**config.mk**
```make
export PLATFORM = sky130hd
export DESIGN_NAME = xbc_bus_ctrl
export DESIGN_NICKNAME = d
export VERILOG_FILES = /design/src/hw/xbc_pkg.sv /design/src/hw/xbc_bus_ctrl.sv
export SDC_FILE = /design/constraint.sdc
export NUM_CORES = 1
export LEC_CHECK = 0
export CAP_MARGIN = 10
export CORE_MARGIN = 2
export CORE_UTILIZATION = 51
export CTS_CLUSTER_DIAMETER = 80
export DETAILED_ROUTE_END_ITERATION = 16
export DONT_BUFFER_PORTS = 1
export PLACE_DENSITY = 0.7
export SLEW_MARGIN = 20
export SYNTH_ARGS = -nofsm -noshare
export SYNTH_HDL_FRONTEND = slang
export SYNTH_SLANG_ARGS = --single-unit
export TNS_END_PERCENT = 5
```
**constraint.sdc**
```tcl
create_clock -name clk_i -period 3.9 [get_ports clk_i]
set_input_delay 0.39 -clock clk_i [delete_from_list [all_inputs] [get_ports clk_i]]
set_output_delay 0.39 -clock clk_i [all_outputs]
set_load 0.02 [all_outputs]
```
**src/hw/xbc_pkg.sv**
```systemverilog
package xbc_pkg;

  localparam int ADDR_W = 16;
  localparam int DATA_W = 16;
  localparam int PORT_W = 3;

  // ==========================================================
  // bus cycle phases (four input clocks per cpu clock)
  localparam logic [1:0] PH_FIRST    = 2'h0;
  localparam logic [1:0] PH_STROBE   = 2'h1;
  localparam logic [1:0] PH_WRITE    = 2'h2;
  localparam logic [1:0] PH_LAST     = 2'h3;
  localparam logic [1:0] PH_CLK_HIGH = 2'h2;

  localparam logic [ADDR_W-1:0] INT_ROM_WORDS = 16'h2000;
  localparam logic [ADDR_W-1:0] ADDR_ZERO     = 16'h0000;
  localparam logic [ADDR_W-1:0] ADDR_ONE      = 16'h0001;

  // ==========================================================
  // wishbone register map (byte addresses)
  localparam logic [7:0] REG_CTRL   = 8'h00;
  localparam logic [7:0] REG_CMD    = 8'h04;
  localparam logic [7:0] REG_TARGET = 8'h08;
  localparam logic [7:0] REG_WDATA  = 8'h0c;
  localparam logic [7:0] REG_RDATA  = 8'h10;
  localparam logic [7:0] REG_STATUS = 8'h14;
  localparam logic [7:0] REG_PC     = 8'h18;
  localparam logic [7:0] REG_INSTR  = 8'h1c;

  localparam int CTRL_IRQ_EN  = 0;
  localparam int CTRL_OVM     = 1;
  localparam int CMD_PORT_LSB = 3;
  localparam int ST_BUSY      = 0;
  localparam int ST_IRQ_FLAG  = 1;
  localparam int ST_IRQ_REQ   = 2;
  localparam int ST_POLL      = 3;
  localparam int ST_IN_RESET  = 4;
  localparam int ST_INTERNAL  = 5;

  // ==========================================================
  // commands written to REG_CMD bits [2:0]
  localparam logic [2:0] OP_NONE        = 3'h0;
  localparam logic [2:0] OP_IN          = 3'h1;
  localparam logic [2:0] OP_OUT         = 3'h2;
  localparam logic [2:0] OP_TABLE_STORE = 3'h3;
  localparam logic [2:0] OP_POLL_BRANCH = 3'h4;
  localparam logic [2:0] OP_GRANT       = 3'h5;

  typedef enum logic [2:0] {
    K_IDLE, K_FETCH, K_IN, K_OUT, K_DUMMY, K_TWRITE
  } xbc_kind_type;

endpackage

```
**src/hw/xbc_bus_ctrl.sv**
```systemverilog
// The address map and register access over Wishbone were left to the implementer.
`timescale 1ns/1ps
`default_nettype none
module xbc_bus_ctrl (
  input  wire logic                       clk_i,
  input  wire logic                       rst_i,
  input  wire logic                       ce_i,
  // wishbone classic slave
  input  wire logic                       wb_cyc_i,
  input  wire logic                       wb_stb_i,
  input  wire logic                       wb_we_i,
  input  wire logic [7:0]                 wb_adr_i,
  input  wire logic [3:0]                 wb_sel_i,
  input  wire logic [31:0]                wb_dat_i,
  output logic      [31:0]                wb_dat_o,
  output logic                            wb_ack_o,
  // device pins
  input  wire logic                       reset_pin_n_i,
  input  wire logic                       branch_poll_input_n_i,
  input  wire logic                       irq_input_n_i,
  input  wire logic                       memory_map_select_i,
  input  wire logic [xbc_pkg::DATA_W-1:0] data_i,
  output logic      [xbc_pkg::DATA_W-1:0] data_o,
  output logic                            data_oe_n_o,
  output logic      [xbc_pkg::ADDR_W-1:0] address_outputs_o,
  output logic                            cpu_clock_output_o,
  output logic                            program_fetch_strobe_n_o,
  output logic                            port_read_strobe_n_o,
  output logic                            port_write_strobe_n_o,
  output logic                            table_write_strobe_n_o,
  output logic                            irq_request_o
);
  import xbc_pkg::*;

  // ==========================================================
  // state
  logic [1:0]          phase_q;
  xbc_kind_type        kind_q;
  logic [ADDR_W-1:0]   pc_q, addr_q, target_q;
  logic [DATA_W-1:0]   wdata_q, rdata_q, instr_q;
  logic [PORT_W-1:0]   port_q;
  logic [2:0]          op_q;
  logic                pend_q;
  logic                irq_en_q, ovm_q, irq_flag_q, irq_prev_q;
  logic                poll_q;
  logic                rp_s1_q, rp_s2_q;
  logic                pl_s1_q, pl_s2_q;
  logic                ir_s1_q, ir_s2_q;
  logic                in_reset_q, held_q, rel_q;
  logic                internal_q;
  logic                ack_q;
  logic [31:0]         rdat_q;
  logic                clk_out_q, fetch_n_q, rd_n_q, wr_n_q, tw_n_q, oe_n_q;
  logic [DATA_W-1:0]   dout_q;

  // ==========================================================
  // decode
  wire logic [1:0]  phase_d    = phase_q + 2'h1;
  wire logic        boundary   = (phase_q == PH_LAST);
  wire logic        wb_acc     = wb_cyc_i && wb_stb_i && !ack_q;
  wire logic        wb_wr      = wb_acc && wb_we_i;
  wire logic        wr_ctrl    = wb_wr && (wb_adr_i == REG_CTRL);
  wire logic        wr_cmd     = wb_wr && (wb_adr_i == REG_CMD) && wb_sel_i[0];
  wire logic        wr_target  = wb_wr && (wb_adr_i == REG_TARGET);
  wire logic        wr_wdata   = wb_wr && (wb_adr_i == REG_WDATA);
  wire logic [15:0] lane_mask  = {{8{wb_sel_i[1]}}, {8{wb_sel_i[0]}}};
  wire logic [2:0]  cmd_op     = wb_dat_i[2:0];
  wire logic        cmd_grant  = wr_cmd && (cmd_op == OP_GRANT);
  wire logic        cmd_accept = wr_cmd && !pend_q && !in_reset_q
                                 && (cmd_op != OP_NONE) && (cmd_op != OP_GRANT);
  // reset pin after its two-flop synchroniser, high while the pin is held low
  wire logic        rp_low     = !rp_s2_q;
  wire logic        busy       = pend_q || (kind_q == K_DUMMY);
  // poll sampled at the cpu clock fall; low means branch
  wire logic        poll_take  = pend_q && (op_q == OP_POLL_BRANCH) && !poll_q;
  wire logic        irq_low    = !ir_s2_q;
  // a falling edge and a sustained low level both set the flag
  wire logic        irq_set    = boundary && (irq_low || (irq_prev_q && irq_low));

  // ==========================================================
  // next bus cycle kind, chosen at the cpu clock fall
  xbc_kind_type kind_d;
  always_comb begin
    kind_d = K_FETCH;
    if (in_reset_q || rp_low) begin
      kind_d = K_IDLE;
    end else if (kind_q == K_DUMMY) begin
      kind_d = K_TWRITE;
    end else if (pend_q) begin
      case (op_q)
        OP_IN:   kind_d = K_IN;
        OP_OUT:  kind_d = K_OUT;
        OP_TABLE_STORE: kind_d = K_DUMMY;
        default: kind_d = K_FETCH;
      endcase
    end
  end

  wire logic [ADDR_W-1:0] pc_eff   = poll_take ? target_q : pc_q;
  wire logic [ADDR_W-1:0] port_adr = {{(ADDR_W-PORT_W){1'b0}}, port_q};
  logic [ADDR_W-1:0] addr_d;
  always_comb begin
    case (kind_d)
      K_IN, K_OUT: addr_d = port_adr;
      K_TWRITE:    addr_d = target_q;
      K_IDLE:      addr_d = addr_q;
      default:     addr_d = pc_eff;
    endcase
  end

  // strobe timing inside a cycle, given the phase about to begin
  wire logic ph_strobe = (phase_d != PH_FIRST);
  wire logic ph_write  = (phase_d >= PH_WRITE);
  wire logic gate      = !in_reset_q && !rp_low;
  wire logic fetch_on  = gate && ph_strobe && ((kind_q == K_FETCH) || (kind_q == K_DUMMY));
  wire logic rd_on     = gate && ph_strobe && (kind_q == K_IN);
  wire logic wr_on     = gate && ph_write && (kind_q == K_OUT);
  wire logic tw_on     = gate && ph_write && (kind_q == K_TWRITE);
  wire logic is_int    = memory_map_select_i && (addr_q < INT_ROM_WORDS);

  // ==========================================================
  // synchronisers
  // the reset, poll and irq pins pass two flops before any logic reads them
  always_ff @(posedge clk_i) begin
    if (rst_i) begin
      rp_s1_q <= 1'b1;
      rp_s2_q <= 1'b1;
      pl_s1_q <= 1'b1;
      pl_s2_q <= 1'b1;
      ir_s1_q <= 1'b1;
      ir_s2_q <= 1'b1;
    end else if (ce_i) begin
      rp_s1_q <= reset_pin_n_i;
      rp_s2_q <= rp_s1_q;
      pl_s1_q <= branch_poll_input_n_i;
      pl_s2_q <= pl_s1_q;
      ir_s1_q <= irq_input_n_i;
      ir_s2_q <= ir_s1_q;
    end
  end

  // ==========================================================
  // cycle sequencer and pin reset
  always_ff @(posedge clk_i) begin
    if (rst_i) begin
      phase_q    <= PH_FIRST;
      kind_q     <= K_IDLE;
      in_reset_q <= 1'b1;
      held_q     <= 1'b0;
      rel_q      <= 1'b0;
      poll_q     <= 1'b1;
      irq_prev_q <= 1'b1;
    end else if (ce_i) begin
      phase_q <= phase_d;
      if (rp_low) begin
        in_reset_q <= 1'b1;
        rel_q      <= 1'b0;
      end
      if (boundary) begin
        poll_q     <= pl_s2_q;
        irq_prev_q <= ir_s2_q;
        kind_q     <= kind_d;
        if (rp_low) begin
          held_q <= 1'b1;
        end else if (in_reset_q) begin
          // release: one full cpu clock with rel_q set, then fetch from pc
          held_q <= 1'b0;
          rel_q  <= 1'b1;
          if (rel_q) begin
            in_reset_q <= 1'b0;
            rel_q      <= 1'b0;
            kind_q     <= K_FETCH;
          end
        end
      end
    end
  end

  // ==========================================================
  // program counter, address, captured data
  always_ff @(posedge clk_i) begin
    if (rst_i) begin
      pc_q       <= ADDR_ZERO;
      addr_q     <= ADDR_ZERO;
      rdata_q    <= '0;
      instr_q    <= '0;
      internal_q <= 1'b0;
    end else if (ce_i && boundary) begin
      if (in_reset_q || rp_low) begin
        // second cpu clock fall seen with the pin low clears pc and address
        if (held_q && rp_low) begin
          pc_q   <= ADDR_ZERO;
          addr_q <= ADDR_ZERO;
        end else if (in_reset_q && rel_q) begin
          addr_q <= pc_q;
          pc_q   <= pc_q + ADDR_ONE;
        end
      end else begin
        addr_q <= addr_d;
        if (kind_d == K_FETCH) begin
          pc_q <= pc_eff + ADDR_ONE;
        end
        if (kind_q == K_IN) begin
          rdata_q <= data_i;
        end
        if (kind_q == K_FETCH) begin
          internal_q <= is_int;
          if (!is_int) begin
            instr_q <= data_i;
          end
        end
      end
    end
  end

  // ==========================================================
  // command, control and interrupt flag
  always_ff @(posedge clk_i) begin
    if (rst_i) begin
      pend_q     <= 1'b0;
      op_q       <= OP_NONE;
      port_q     <= '0;
      target_q   <= ADDR_ZERO;
      wdata_q    <= '0;
      irq_en_q   <= 1'b0;
      ovm_q      <= 1'b0;
      irq_flag_q <= 1'b0;
    end else if (ce_i) begin
      if (wr_target) begin
        target_q <= (target_q & ~lane_mask) | (wb_dat_i[15:0] & lane_mask);
      end
      if (wr_wdata) begin
        wdata_q <= (wdata_q & ~lane_mask) | (wb_dat_i[15:0] & lane_mask);
      end
      if (wr_ctrl && wb_sel_i[0]) begin
        irq_en_q <= wb_dat_i[CTRL_IRQ_EN];
        ovm_q    <= wb_dat_i[CTRL_OVM];
      end
      if (cmd_accept) begin
        pend_q <= 1'b1;
        op_q   <= cmd_op;
        port_q <= wb_dat_i[CMD_PORT_LSB +: PORT_W];
      end else if (boundary && pend_q && !in_reset_q && !rp_low) begin
        pend_q <= 1'b0;
      end
      // a new interrupt sample wins over a grant in the same cycle
      if (irq_set) begin
        irq_flag_q <= 1'b1;
      end else if (cmd_grant) begin
        irq_flag_q <= 1'b0;
      end
      // pin reset overrides the pending command, irq enable and flag updates above; overflow mode is kept
      if (rp_low) begin
        pend_q     <= 1'b0;
        irq_en_q   <= 1'b0;
        irq_flag_q <= 1'b0;
      end
    end
  end

  // ==========================================================
  // registered pins
  // pins follow the phase about to begin, so each one comes straight
  // from a flip-flop and every strobe is high throughout phase 0
  always_ff @(posedge clk_i) begin
    if (rst_i) begin
      clk_out_q <= 1'b0;
      fetch_n_q <= 1'b1;
      rd_n_q    <= 1'b1;
      wr_n_q    <= 1'b1;
      tw_n_q    <= 1'b1;
      oe_n_q    <= 1'b1;
      dout_q    <= '0;
    end else if (ce_i) begin
      clk_out_q <= (phase_d >= PH_CLK_HIGH);
      fetch_n_q <= !fetch_on;
      rd_n_q    <= !rd_on;
      wr_n_q    <= !wr_on;
      tw_n_q    <= !tw_on;
      oe_n_q    <= !(wr_on || tw_on);
      dout_q    <= wdata_q;
    end
  end

  // ==========================================================
  // wishbone read path
  logic [31:0] rd_mux;
  always_comb begin
    rd_mux = 32'h0000_0000;
    case (wb_adr_i)
      REG_CTRL: begin
        rd_mux[CTRL_IRQ_EN] = irq_en_q;
        rd_mux[CTRL_OVM]    = ovm_q;
      end
      REG_CMD:    rd_mux[5:0] = {port_q, op_q};
      REG_TARGET: rd_mux[15:0] = target_q;
      REG_WDATA:  rd_mux[15:0] = wdata_q;
      REG_RDATA:  rd_mux[15:0] = rdata_q;
      REG_STATUS: begin
        rd_mux[ST_BUSY]     = busy;
        rd_mux[ST_IRQ_FLAG] = irq_flag_q;
        rd_mux[ST_IRQ_REQ]  = irq_flag_q && irq_en_q;
        rd_mux[ST_POLL]     = poll_q;
        rd_mux[ST_IN_RESET] = in_reset_q;
        rd_mux[ST_INTERNAL] = internal_q;
      end
      REG_PC:     rd_mux[15:0] = pc_q;
      REG_INSTR:  rd_mux[15:0] = instr_q;
      default:    rd_mux = 32'h0000_0000;
    endcase
  end

  // ack one cycle after the request is taken; ce low holds it
  always_ff @(posedge clk_i) begin
    if (rst_i) begin
      ack_q  <= 1'b0;
      rdat_q <= 32'h0000_0000;
    end else if (ce_i) begin
      ack_q  <= wb_acc;
      rdat_q <= rd_mux;
    end
  end

  logic irq_req_q;
  always_ff @(posedge clk_i) begin
    if (rst_i) begin
      irq_req_q <= 1'b0;
    end else if (ce_i) begin
      irq_req_q <= irq_flag_q && irq_en_q;
    end
  end

  assign wb_ack_o                 = ack_q;
  assign wb_dat_o                 = rdat_q;
  assign data_o                   = dout_q;
  assign data_oe_n_o              = oe_n_q;
  assign address_outputs_o        = addr_q;
  assign cpu_clock_output_o       = clk_out_q;
  assign program_fetch_strobe_n_o = fetch_n_q;
  assign port_read_strobe_n_o     = rd_n_q;
  assign port_write_strobe_n_o    = wr_n_q;
  assign table_write_strobe_n_o   = tw_n_q;
  assign irq_request_o            = irq_req_q;

endmodule
`default_nettype wire

```
==> results of run 1 <==
[cells in the mapped netlist, types with 3 or more instances]
cell type / instances / area share [%]
sky130_fd_sc_hd__nor2_1: 144 / 6.7
sky130_fd_sc_hd__xnor2_1: 7 / 0.76
sky130_fd_sc_hd__nand2b_1: 10 / 0.77
sky130_fd_sc_hd__nor2_2: 6 / 0.46
sky130_fd_sc_hd__buf_1: 5 / 0.23
sky130_fd_sc_hd__xor2_1: 9 / 0.97
sky130_fd_sc_hd__o211ai_1: 13 / 1.2
sky130_fd_sc_hd__nand2_1: 96 / 4.5
sky130_fd_sc_hd__dfxtp_1: 161 / 40
sky130_fd_sc_hd__ha_1: 4 / 0.62
sky130_fd_sc_hd__a311oi_1: 5 / 0.54
sky130_fd_sc_hd__a22o_1: 13 / 1.4
sky130_fd_sc_hd__a32oi_1: 4 / 0.43
sky130_fd_sc_hd__nor3b_1: 4 / 0.37
sky130_fd_sc_hd__and3_1: 8 / 0.62
sky130_fd_sc_hd__and4_1: 4 / 0.43
sky130_fd_sc_hd__buf_4: 18 / 1.7
sky130_fd_sc_hd__or3_1: 3 / 0.23
sky130_fd_sc_hd__o21ai_0: 52 / 3.2
sky130_fd_sc_hd__nor2b_1: 5 / 0.39
sky130_fd_sc_hd__nand4_1: 7 / 0.54
sky130_fd_sc_hd__a22oi_1: 19 / 1.8
sky130_fd_sc_hd__clkbuf_1: 47 / 2.2
sky130_fd_sc_hd__a31oi_1: 13 / 1.0
sky130_fd_sc_hd__nand3_1: 32 / 2.0
sky130_fd_sc_hd__nand3b_1: 3 / 0.28
sky130_fd_sc_hd__nor3_1: 17 / 1.1
sky130_fd_sc_hd__a222oi_1: 6 / 0.74
sky130_fd_sc_hd__o31ai_1: 6 / 0.56
sky130_fd_sc_hd__inv_1: 3 / 0.14
sky130_fd_sc_hd__o31a_1: 3 / 0.32
sky130_fd_sc_hd__mux2i_1: 97 / 12
sky130_fd_sc_hd__a21oi_1: 56 / 3.5
sky130_fd_sc_hd__buf_2: 15 / 0.93
sky130_fd_sc_hd__a221oi_1: 17 / 1.8
[power by group through the flow]
stage / registers (uW) / clock network, uW / logic (uW)
2_1_floorplan: 1710 / 0 / 105
3_3_place_gp: 1710 / 0 / 71.2
3_5_place_dp: 1710 / 0 / 72.1
4_1_cts: 1670 / 1680 / 72.5
5_1_grt: 1670 / 1750 / 80.5
6_report: 1670 / 1660 / 72.8
[critical path, stage by stage (launching register included)]
cell and delay (ns):
sky130_fd_sc_hd__dfxtp_1 0.50, sky130_fd_sc_hd__nand4bb_4 0.17, sky130_fd_sc_hd__nor2_1 0.16, sky130_fd_sc_hd__buf_4 0.19, sky130_fd_sc_hd__mux2_2 0.20, sky130_fd_sc_hd__ha_1 0.22
sky130_fd_sc_hd__and4_1 0.30, sky130_fd_sc_hd__nor3b_1 0.38, sky130_fd_sc_hd__a21oi_1 0.12, sky130_fd_sc_hd__nor3_1 0.27, sky130_fd_sc_hd__xor2_1 0.19, sky130_fd_sc_hd__o22ai_1 0.10
[cells by family (layout without fill, tap and decap cells)]
family,count (synthesis),after routing
AND/OR/NAND/NOR,367,367
AO/OA/AOI/OAI,227,227
flip-flops,161,161
multiplexers,98,98
buffers and inverters,91,48
XOR/XNOR,16,16
adder cells (fa/ha/maj),4,4
other,1,16
[how the worst max path moves through the flow]
stage | startpoint | slack, ns | endpoint | cells after the start
floorplan | op_q[1] | 1.13 | pc_q[14] | 13
global placement | pend_q | 1.07 | pc_q[12] | 11
detailed placement | pend_q | 1.02 | pc_q[14] | 11
CTS | pend_q | 1.00 | pc_q[14] | 11
global route | pend_q | 0.82 | pc_q[14] | 11
finish | pend_q | 0.98 | pc_q[14] | 11
[through the flow]
step | util, % | instance area, sq um | setup WS [ns] | std cells | power [uW]
2_1_floorplan | - | 8150 | 1.13 | 980 | 1810
3_3_place_gp | 51.6 | 8110 | 1.07 | 1122 | 1780
3_5_place_dp | 51.6 | 8110 | 1.02 | 1122 | 1780
4_1_cts | 55.3 | 8680 | 1.00 | 1153 | 3420
5_1_grt | 55.3 | 8680 | 0.818 | 1153 | 3500
6_report | 55.3 | 8680 | 0.981 | 1153 | 3410
[layer usage]
metal / GRT usage [%] / wire length [um]
met4: 7.08 / 306
met5: 0 / 0
met2: 41.8 / 10200
met1: 38.7 / 10200
met3: 7.38 / 2230
[layout make-up]
class,count,area (sq um),area share [%]
multi-input cells,728,4500,51.8
clock buffers,17,425,4.90
clock inverters,14,153,1.76
flip-flops and latches,161,3220,37.1
well taps,216,270,3.11
inverters,4,15.0,0.173
repair buffers,13,97.6,1.12
==> flow_summary.yaml, run 1 <==
run_status:
  run_status: "completed"
place:
  gp_congestion: 0.929
  io_buffer_count: 0
  dp.final_hpwl_mm: 15.7
hold_path:
  min_path_cells: 1
  holdCritPathClass: "in -> reg"
  worstHoldStart: "rst_i"
  worst_hold_path.endpoint: "pc_q[4]"
grt:
  grt_overflow_total: 0
  number_of_global_route_vias_before_repair: 6571
  grt_pass1_wl_mm: 36.4
  grt_util_all_layers_pct: 27.4
  maximum_number_of_pins_on_one_net_before_global_route_repair: 127
  grt_antenna_before_repair: 0
drt:
  post-route-drc-count: 0
  drt_iter0_drc: 737
  antenna_left: 0
  wl_mm: 22.9
  firstDrtPassIters: 6
  wl_per_instance_um: 19.9
  vias_per_cell: 6.12
  detailroute.via_count: 7054
yosys:
  synth_adder_area_share_pct: 0.619
  share_of_synthesized_cell_area_in_and_or_nand_and_nor_gates_pct: 21.6
  synth_cell_type_count: 79
  post_synth_mux_area_share_pct: 12.1
  average_cell_area_after_synthesis_sq_um: 8.38
  syn_inst: 965
  yosysWarningCount: 0
  synth-seq-area-share_pct: 39.8
  synth-compound-area-share_pct: 18.6
  yosys_most_used_dff: "sky130_fd_sc_hd__dfxtp_1"
  postSynth.asyncResetShare_pct: 0
  cell_area_synth_sq_um: 8090
  ffs_latches_synth: 161
  synth-xor-area-share_pct: 1.73
  synth_edf_count: 0
  dominant_combinational_cell_family_by_area_after_synthesis: "simple AND/OR/NAND/NOR gates"
worst_setup_path:
  cp_max_fo: 8
  worst_r2r_endpoint: "pc_q[14]"
  worstReg2RegStart: "pend_q"
  cp-end-kind: "flip-flop"
  critPathRequiredTime_ns: 4.22
  cp.arrival_ns: 3.24
  ff2ff_path_depth: 11
  start_kind: "flip-flop"
  r2r_setup_slack_ns: 0.98
  criticalPathCategory: "reg -> reg"
die:
  floorplan.core_area_sq_um: 15700
  die_height_um: 130
  overall_die_area_sq_um: 16900
  std_cell_rows: 46
  initial_core_util_pct: 51.5
  ioPinCount: 142
  die_width_um: 130
power_and_ir_drop:
  power_density_nw_per_um2: 392
  seqPwrFrac_pct: 49.1
  leakage_uw: 0.00293
  comb_pwr_share_pct: 2.1
  power.switching_uw: 776
  switching_share_pct: 22.8
  intPower_uw: 2630
  peakVddDrop_uv: 390
  power.share.clock_pct: 48.8
clock_tree:
  cts_setup_buffers: 0
  clock_sinks: 161
  cts_max_level: 4
  cts-root-to-sink-buffers: 2
  cts_tree: "built"
  tritoncts.num_buffers: 17
  cts.repair.resized: 0
  path_clk_slew_ns: 0.07
  worst_skew_pair.late_latency_ns: 0.43
  root_buffer: "sky130_fd_sc_hd__clkbuf_16"
  ctsHoldBuffers: 0
layout:
  final_net_count: 999
  layout.cells.most_common: "sky130_fd_sc_hd__dfxtp_1"
  area_delta_synth_final_pct: 7.31
  antenna_cells: 0
  final_cell_mix: "sky130_fd_sc_hd__dfxtp_1 (161), sky130_fd_sc_hd__nor2_1 (144), sky130_fd_sc_hd__mux2i_1 (97)"
  drive_above_1_share_pct: 7.26
  fillers: 1453
flow_run:
  max-cap-violations: 0
sta:
  final_hold_violation_count: 0
  maxSlewHeadroom_pct: 24.4
  timing.setup.tns_ns: 0
  timing_max_transition_violations_final: 0
  timing.fmax_mhz: 343
  timing.final.crit_share_pct: 74.9
  rsz0062_at_grt: "false"
  final.min_clock_period_ns: 2.92
  worst_clk_skew_ns: 0.0138
  setup_viol_count_final: 0
  fin_worst_hold_slack_ns: 0.0240
  worst_slew_pin_slew_ns: 1.13
Note: power is estimated with default switching activity, not from simulation.
==> inputs of run 2 (changes only) <==
Clock period 3.9 ns to 2.95 ns, I/O delays scaled along.
==> flow_summary.yaml, run 2 (same netlist as run 1, synthesis figures left out) <==
sta:
  final_hold_violation_count: 0
  worst_slew_pin_slew_ns: 0.773
  maxSlewHeadroom_pct: 48.1
  worst_clk_skew_ns: 0.00954
  timing.setup.tns_ns: 0
  worst_slack_ns: 0.192
  final.min_clock_period_ns: 2.76
  timing.fmax_mhz: 363
  fin_worst_hold_slack_ns: 0.00689
  timing_max_transition_violations_final: 0
  rsz0062_at_grt: "false"
  timing.final.crit_share_pct: 93.5
  setup_viol_count_final: 0
layout:
  final_cell_mix: "sky130_fd_sc_hd__dfxtp_1 (161), sky130_fd_sc_hd__nor2_1 (144), sky130_fd_sc_hd__mux2i_1 (97)"
  final_net_count: 1036
  area_delta_synth_final_pct: 11.6
  antenna_cells: 0
  core_util_final_pct: 57.5
  layout.cells.most_common: "sky130_fd_sc_hd__dfxtp_1"
  drive_above_1_share_pct: 8.82
power_and_ir_drop:
  seqPwrFrac_pct: 48.6
  power_density_nw_per_um2: 504
  peakVddDrop_uv: 388
  total_power_of_the_final_layout_uw: 4550
  comb_pwr_share_pct: 3.4
  intPower_uw: 3470
  switching_share_pct: 23.6
  leakage_uw: 0.00313
  power.switching_uw: 1070
  power.share.clock_pct: 48.0
flow_run:
  max-cap-violations: 0
place:
  dp.final_hpwl_mm: 15.9
  post-place-ws_ns: 0.226
  io_buffer_count: 0
  gp_congestion: 0.956
clock_tree:
  path_clk_slew_ns: 0.06
  cts_max_level: 4
  tritoncts.num_buffers: 17
  worst_skew_pair.late_latency_ns: 0.43
  cts_tree: "built"
  cts-root-to-sink-buffers: 2
  clock_sinks: 161
  root_buffer: "sky130_fd_sc_hd__clkbuf_16"
  cts.repair.resized: 0
drt:
  drt_iter0_drc: 765
  antenna_left: 0
  wl_per_instance_um: 19.6
  wl_mm: 23.4
  post-route-drc-count: 0
  firstDrtPassIters: 6
  detailroute.via_count: 7240
  vias_per_cell: 6.08
die:
  die_height_um: 130
  die_width_um: 130
  floorplan.core_area_sq_um: 15700
  overall_die_area_sq_um: 16900
  initial_core_util_pct: 51.5
  std_cell_rows: 46
  ioPinCount: 142
grt:
  maximum_number_of_pins_on_one_net_before_global_route_repair: 122
  grt_pass1_wl_mm: 37.3
  grt_overflow_total: 0
  number_of_global_route_vias_before_repair: 6589
  grt_util_all_layers_pct: 28.4
  grt_antenna_before_repair: 0
run_status:
  run_status: "completed"
worst_setup_path:
  start_kind: "flip-flop"
  cp_max_fo: 6
  critPathRequiredTime_ns: 3.24
  cp.arrival_ns: 3.05
  cp-end-kind: "flip-flop"
  criticalPathCategory: "reg -> reg"
  ff2ff_path_depth: 10
hold_path:
  holdCritPathClass: "in -> reg"
  min_path_cells: 2
[run 2: cell types whose count changed in the layout (fill, tap and decap cells not counted)]
cell / change
sky130_fd_sc_hd__buf_4: +17
sky130_fd_sc_hd__clkinvlp_4: -3
sky130_fd_sc_hd__bufinv_16: -1
sky130_fd_sc_hd__clkbuf_8: +2
sky130_fd_sc_hd__clkbuf_1: +1
sky130_fd_sc_hd__inv_8: +1
sky130_fd_sc_hd__clkinv_4: +1
sky130_fd_sc_hd__buf_16: +1
sky130_fd_sc_hd__dlygate4sd3_1: +19
[run 2: final cells by class]
| cell class | count | area, sq um |
|---|---|---|
| clock buffers | 20 | 457 |
| clock inverters | 12 | 120 |
| fillers | 1439 | 6690 |
| inverters | 4 | 15.0 |
| multi-input cells | 728 | 4500 |
| flip-flops and latches | 161 | 3220 |
| well taps | 216 | 270 |
| repair buffers | 50 | 443 |
[run 2: worst paths after layout]
kind	from	to	slack [ns]
setup / recovery	op_q[1]	pc_q[12]	0.19
hold / removal	data_i[1]	rdata_q[1]	0.007
setup reg to reg	op_q[1]	pc_q[12]	0.19
hold reg to reg	rdata_q[15]	rdata_q[15]	0.46
[run 2: per-stage QoR]
stage / cell area, sq um / std cells
detailed placement: 8230 / 1139
finish: 9030 / 1191
global route: 9030 / 1191
floorplan: 8150 / 980
CTS: 9030 / 1191
global placement: 8230 / 1139
[run 2: power by group through the flow]
stage / clock network [uW] / registers (uW) / logic, uW
4_1_cts: 2220 / 2210 / 152
3_5_place_dp: 0 / 2260 / 96.9
6_report: 2180 / 2210 / 154
5_1_grt: 2290 / 2210 / 169
2_1_floorplan: 0 / 2250 / 139
3_3_place_gp: 0 / 2260 / 96.8
[run 2: routing by layer]
metal	routed length, um	track usage (%)	share of wire, %
met5	0	0	0
met2	10100	41.4	43
met3	2430	8.20	10
met1	10300	39.7	44
met4	609	11.0	2.6
[run 2: repair_timing]
action                                 4_1_cts  5_1_grt
endpoints found under the hold margin      127        0
buffers inserted                             0        0
hold buffers                                20        0
[run 2: critical path, stage by stage (launching register included)]
cell	delay [ns]
sky130_fd_sc_hd__dfxtp_1	0.37
sky130_fd_sc_hd__nand4bb_4	0.28
sky130_fd_sc_hd__nor2_1	0.23
sky130_fd_sc_hd__mux2_2	0.41
sky130_fd_sc_hd__ha_1	0.24
sky130_fd_sc_hd__and4_1	0.27
sky130_fd_sc_hd__nor3b_1	0.19
sky130_fd_sc_hd__a32o_1	0.24
sky130_fd_sc_hd__and3_1	0.16
sky130_fd_sc_hd__o21ai_0	0.14
sky130_fd_sc_hd__a31oi_1	0.09
==> inputs of run 3 (changes only) <==
Settings changed: CELL_PAD_IN_SITES_DETAIL_PLACEMENT set to 0, CELL_PAD_IN_SITES_GLOBAL_PLACEMENT set to 1, CORE_UTILIZATION 51 to 47, PLACE_DENSITY 0.7 to 0.83.
==> flow_summary.yaml, run 3 (same netlist as run 1, synthesis figures left out) <==
layout:
  antenna_cells: 0
  multi_input_comb_area_sq_um: 4500
  layout.cells.non_filler: 1204
  area_delta_synth_final_pct: 13.5
  final_net_count: 1045
  final-seq-area_sq_um: 3220
  fillers: 1601
  layout.cells.most_common: "sky130_fd_sc_hd__dfxtp_1"
  final_cell_mix: "sky130_fd_sc_hd__dfxtp_1 (161), sky130_fd_sc_hd__nor2_1 (144), sky130_fd_sc_hd__mux2i_1 (97)"
  drive_above_1_share_pct: 9.15
die:
  die_height_um: 135
  std_cell_rows: 47
  overall_die_area_sq_um: 18300
  floorplan.core_area_sq_um: 16700
  die_width_um: 135
  initial_core_util_pct: 48.4
  ioPinCount: 142
drt:
  drt_iter0_drc: 679
  detailroute.via_count: 7264
  firstDrtPassIters: 5
  dr_wl_met3_mm: 2.07
  wl_per_instance_um: 20.6
  vias_per_cell: 6.03
  antenna_left: 0
  m1WireLength_mm: 11.3
  wl_mm: 24.7
  met2_routed_wirelength_mm: 10.9
  post-route-drc-count: 0
  maxUsedRoutingLayer: "met4"
worst_setup_path:
  cp.arrival_ns: 3.11
  timing.critical_path.buf_inv: 0
  critical-path-slowest-cell: "sky130_fd_sc_hd__dfxtp_1"
  crit_path_cell_trace: "nand4bb_4, nor2_1, mux2_2, ha_1, and4_1, nor3b_2, a32o_1, and3_1, o21ai_0, a31oi_1"
  cp_max_fo: 6
  criticalPathCategory: "reg -> reg"
  start_kind: "flip-flop"
  cp-end-kind: "flip-flop"
  critPathRequiredTime_ns: 3.25
  critical-path-top-delay-family: "simple AND/OR/NAND/NOR gates"
  cp_slowest_stage_delay_ns: 0.51
clock_tree:
  cts_max_level: 4
  path_clk_slew_ns: 0.07
  cts-root-to-sink-buffers: 2
  tritoncts.num_buffers: 17
  root_buffer: "sky130_fd_sc_hd__clkbuf_16"
  clock_sinks: 161
  worst_skew_pair.late_latency_ns: 0.44
  cts_tree: "built"
sta:
  worst_slew_pin_slew_ns: 0.724
  rsz0062_at_grt: "false"
  timing.final.crit_share_pct: 95.2
  final.min_clock_period_ns: 2.81
  timing_max_transition_violations_final: 0
  final_hold_violation_count: 0
  setup_viol_count_final: 0
  timing.fmax_mhz: 356
  worst_clk_skew_ns: 0.00590
  maxSlewHeadroom_pct: 51.3
  timing.setup.tns_ns: 0
run_status:
  run_status: "completed"
grt:
  grt_overflow_total: 0
  grt_util_all_layers_pct: 27.5
  maximum_number_of_pins_on_one_net_before_global_route_repair: 122
  grt_pass1_wl_mm: 39.1
  number_of_global_route_vias_before_repair: 6792
  grt_antenna_before_repair: 0
power_and_ir_drop:
  power_density_nw_per_um2: 524
  leakage_uw: 0.00319
  peakVddDrop_uv: 392
place:
  gp_congestion: 0.917
  io_buffer_count: 0
  dp.final_hpwl_mm: 16.7
  post-place-cells: 1145
flow_run:
  max-cap-violations: 0
hold_path:
  holdCritPathClass: "in -> reg"
[run 3: cell types whose count changed in the layout (fill, tap and decap cells not counted), sizes merged]
cell / before / now
buf: 31 / 33
clkinv: 5 / 4
clkbuf: 20 / 18
inv: 9 / 8
bufinv: 1 / 4
dlygate4sd3: 19 / 26
clkinvlp: 1 / 2
[run 3: metrics by stage]
step / hold slack, ns / total power (uW) / setup WS, ns / area [sq um] / utilization, %
2_1_floorplan: 0.423 / 2390 / 0.183 / 8150 / -
3_3_place_gp: 0.389 / 2360 / 0.254 / 8250 / 49.4
3_5_place_dp: 0.388 / 2360 / 0.192 / 8250 / 49.4
4_1_cts: 0.0000998 / 4830 / 0.158 / 9180 / 55.0
5_1_grt: 0.00606 / 4930 / 0.0155 / 9190 / 55.0
6_report: 0.00764 / 4810 / 0.141 / 9190 / 55.0
[run 3: power by group]
part	total, uW	internal (uW)	leakage (uW)	switching, uW
Sequential	2210	2190	0.00130	22.8
Clock	2440	1450	0.000310	982
Combinational	165	66.7	0.00158	98.2
[run 3: cell type report]
type	instances	area share, %
Multi-Input combinational cell	728	49.0
Clock inverter	14	2.18
Timing Repair Buffer	59	5.75
Sequential cell	161	35.1
Tap cell	220	3.00
Clock buffer	18	4.78
Inverter	4	0.163
[run 3: final timing paths]
check | start | end | slack (ns) | depth (start not counted)
worst max register to register | pend_q | pc_q[12] | 0.14 | 10
worst min-delay path | data_i[3] | instr_q[3] | 0.008 | 2
worst min register to register | rdata_q[15] | rdata_q[15] | 0.46 | 2
worst max-delay path | pend_q | pc_q[12] | 0.14 | 10
[run 3: layer usage]
metal	track usage [%]	up-vias
li1	-	3463
met1	38.7	3469
met2	41.6	293
met3	7.15	39
met4	8.22	0
met5	0	-
[run 3: timing repair]
action | CTS | global route
hold buffers | 27 | 0
buffers inserted | 0 | 0
endpoints found under the hold margin | 126 | 0
setup endpoints to repair | 0 | 1
gates resized for setup | 0 | 1
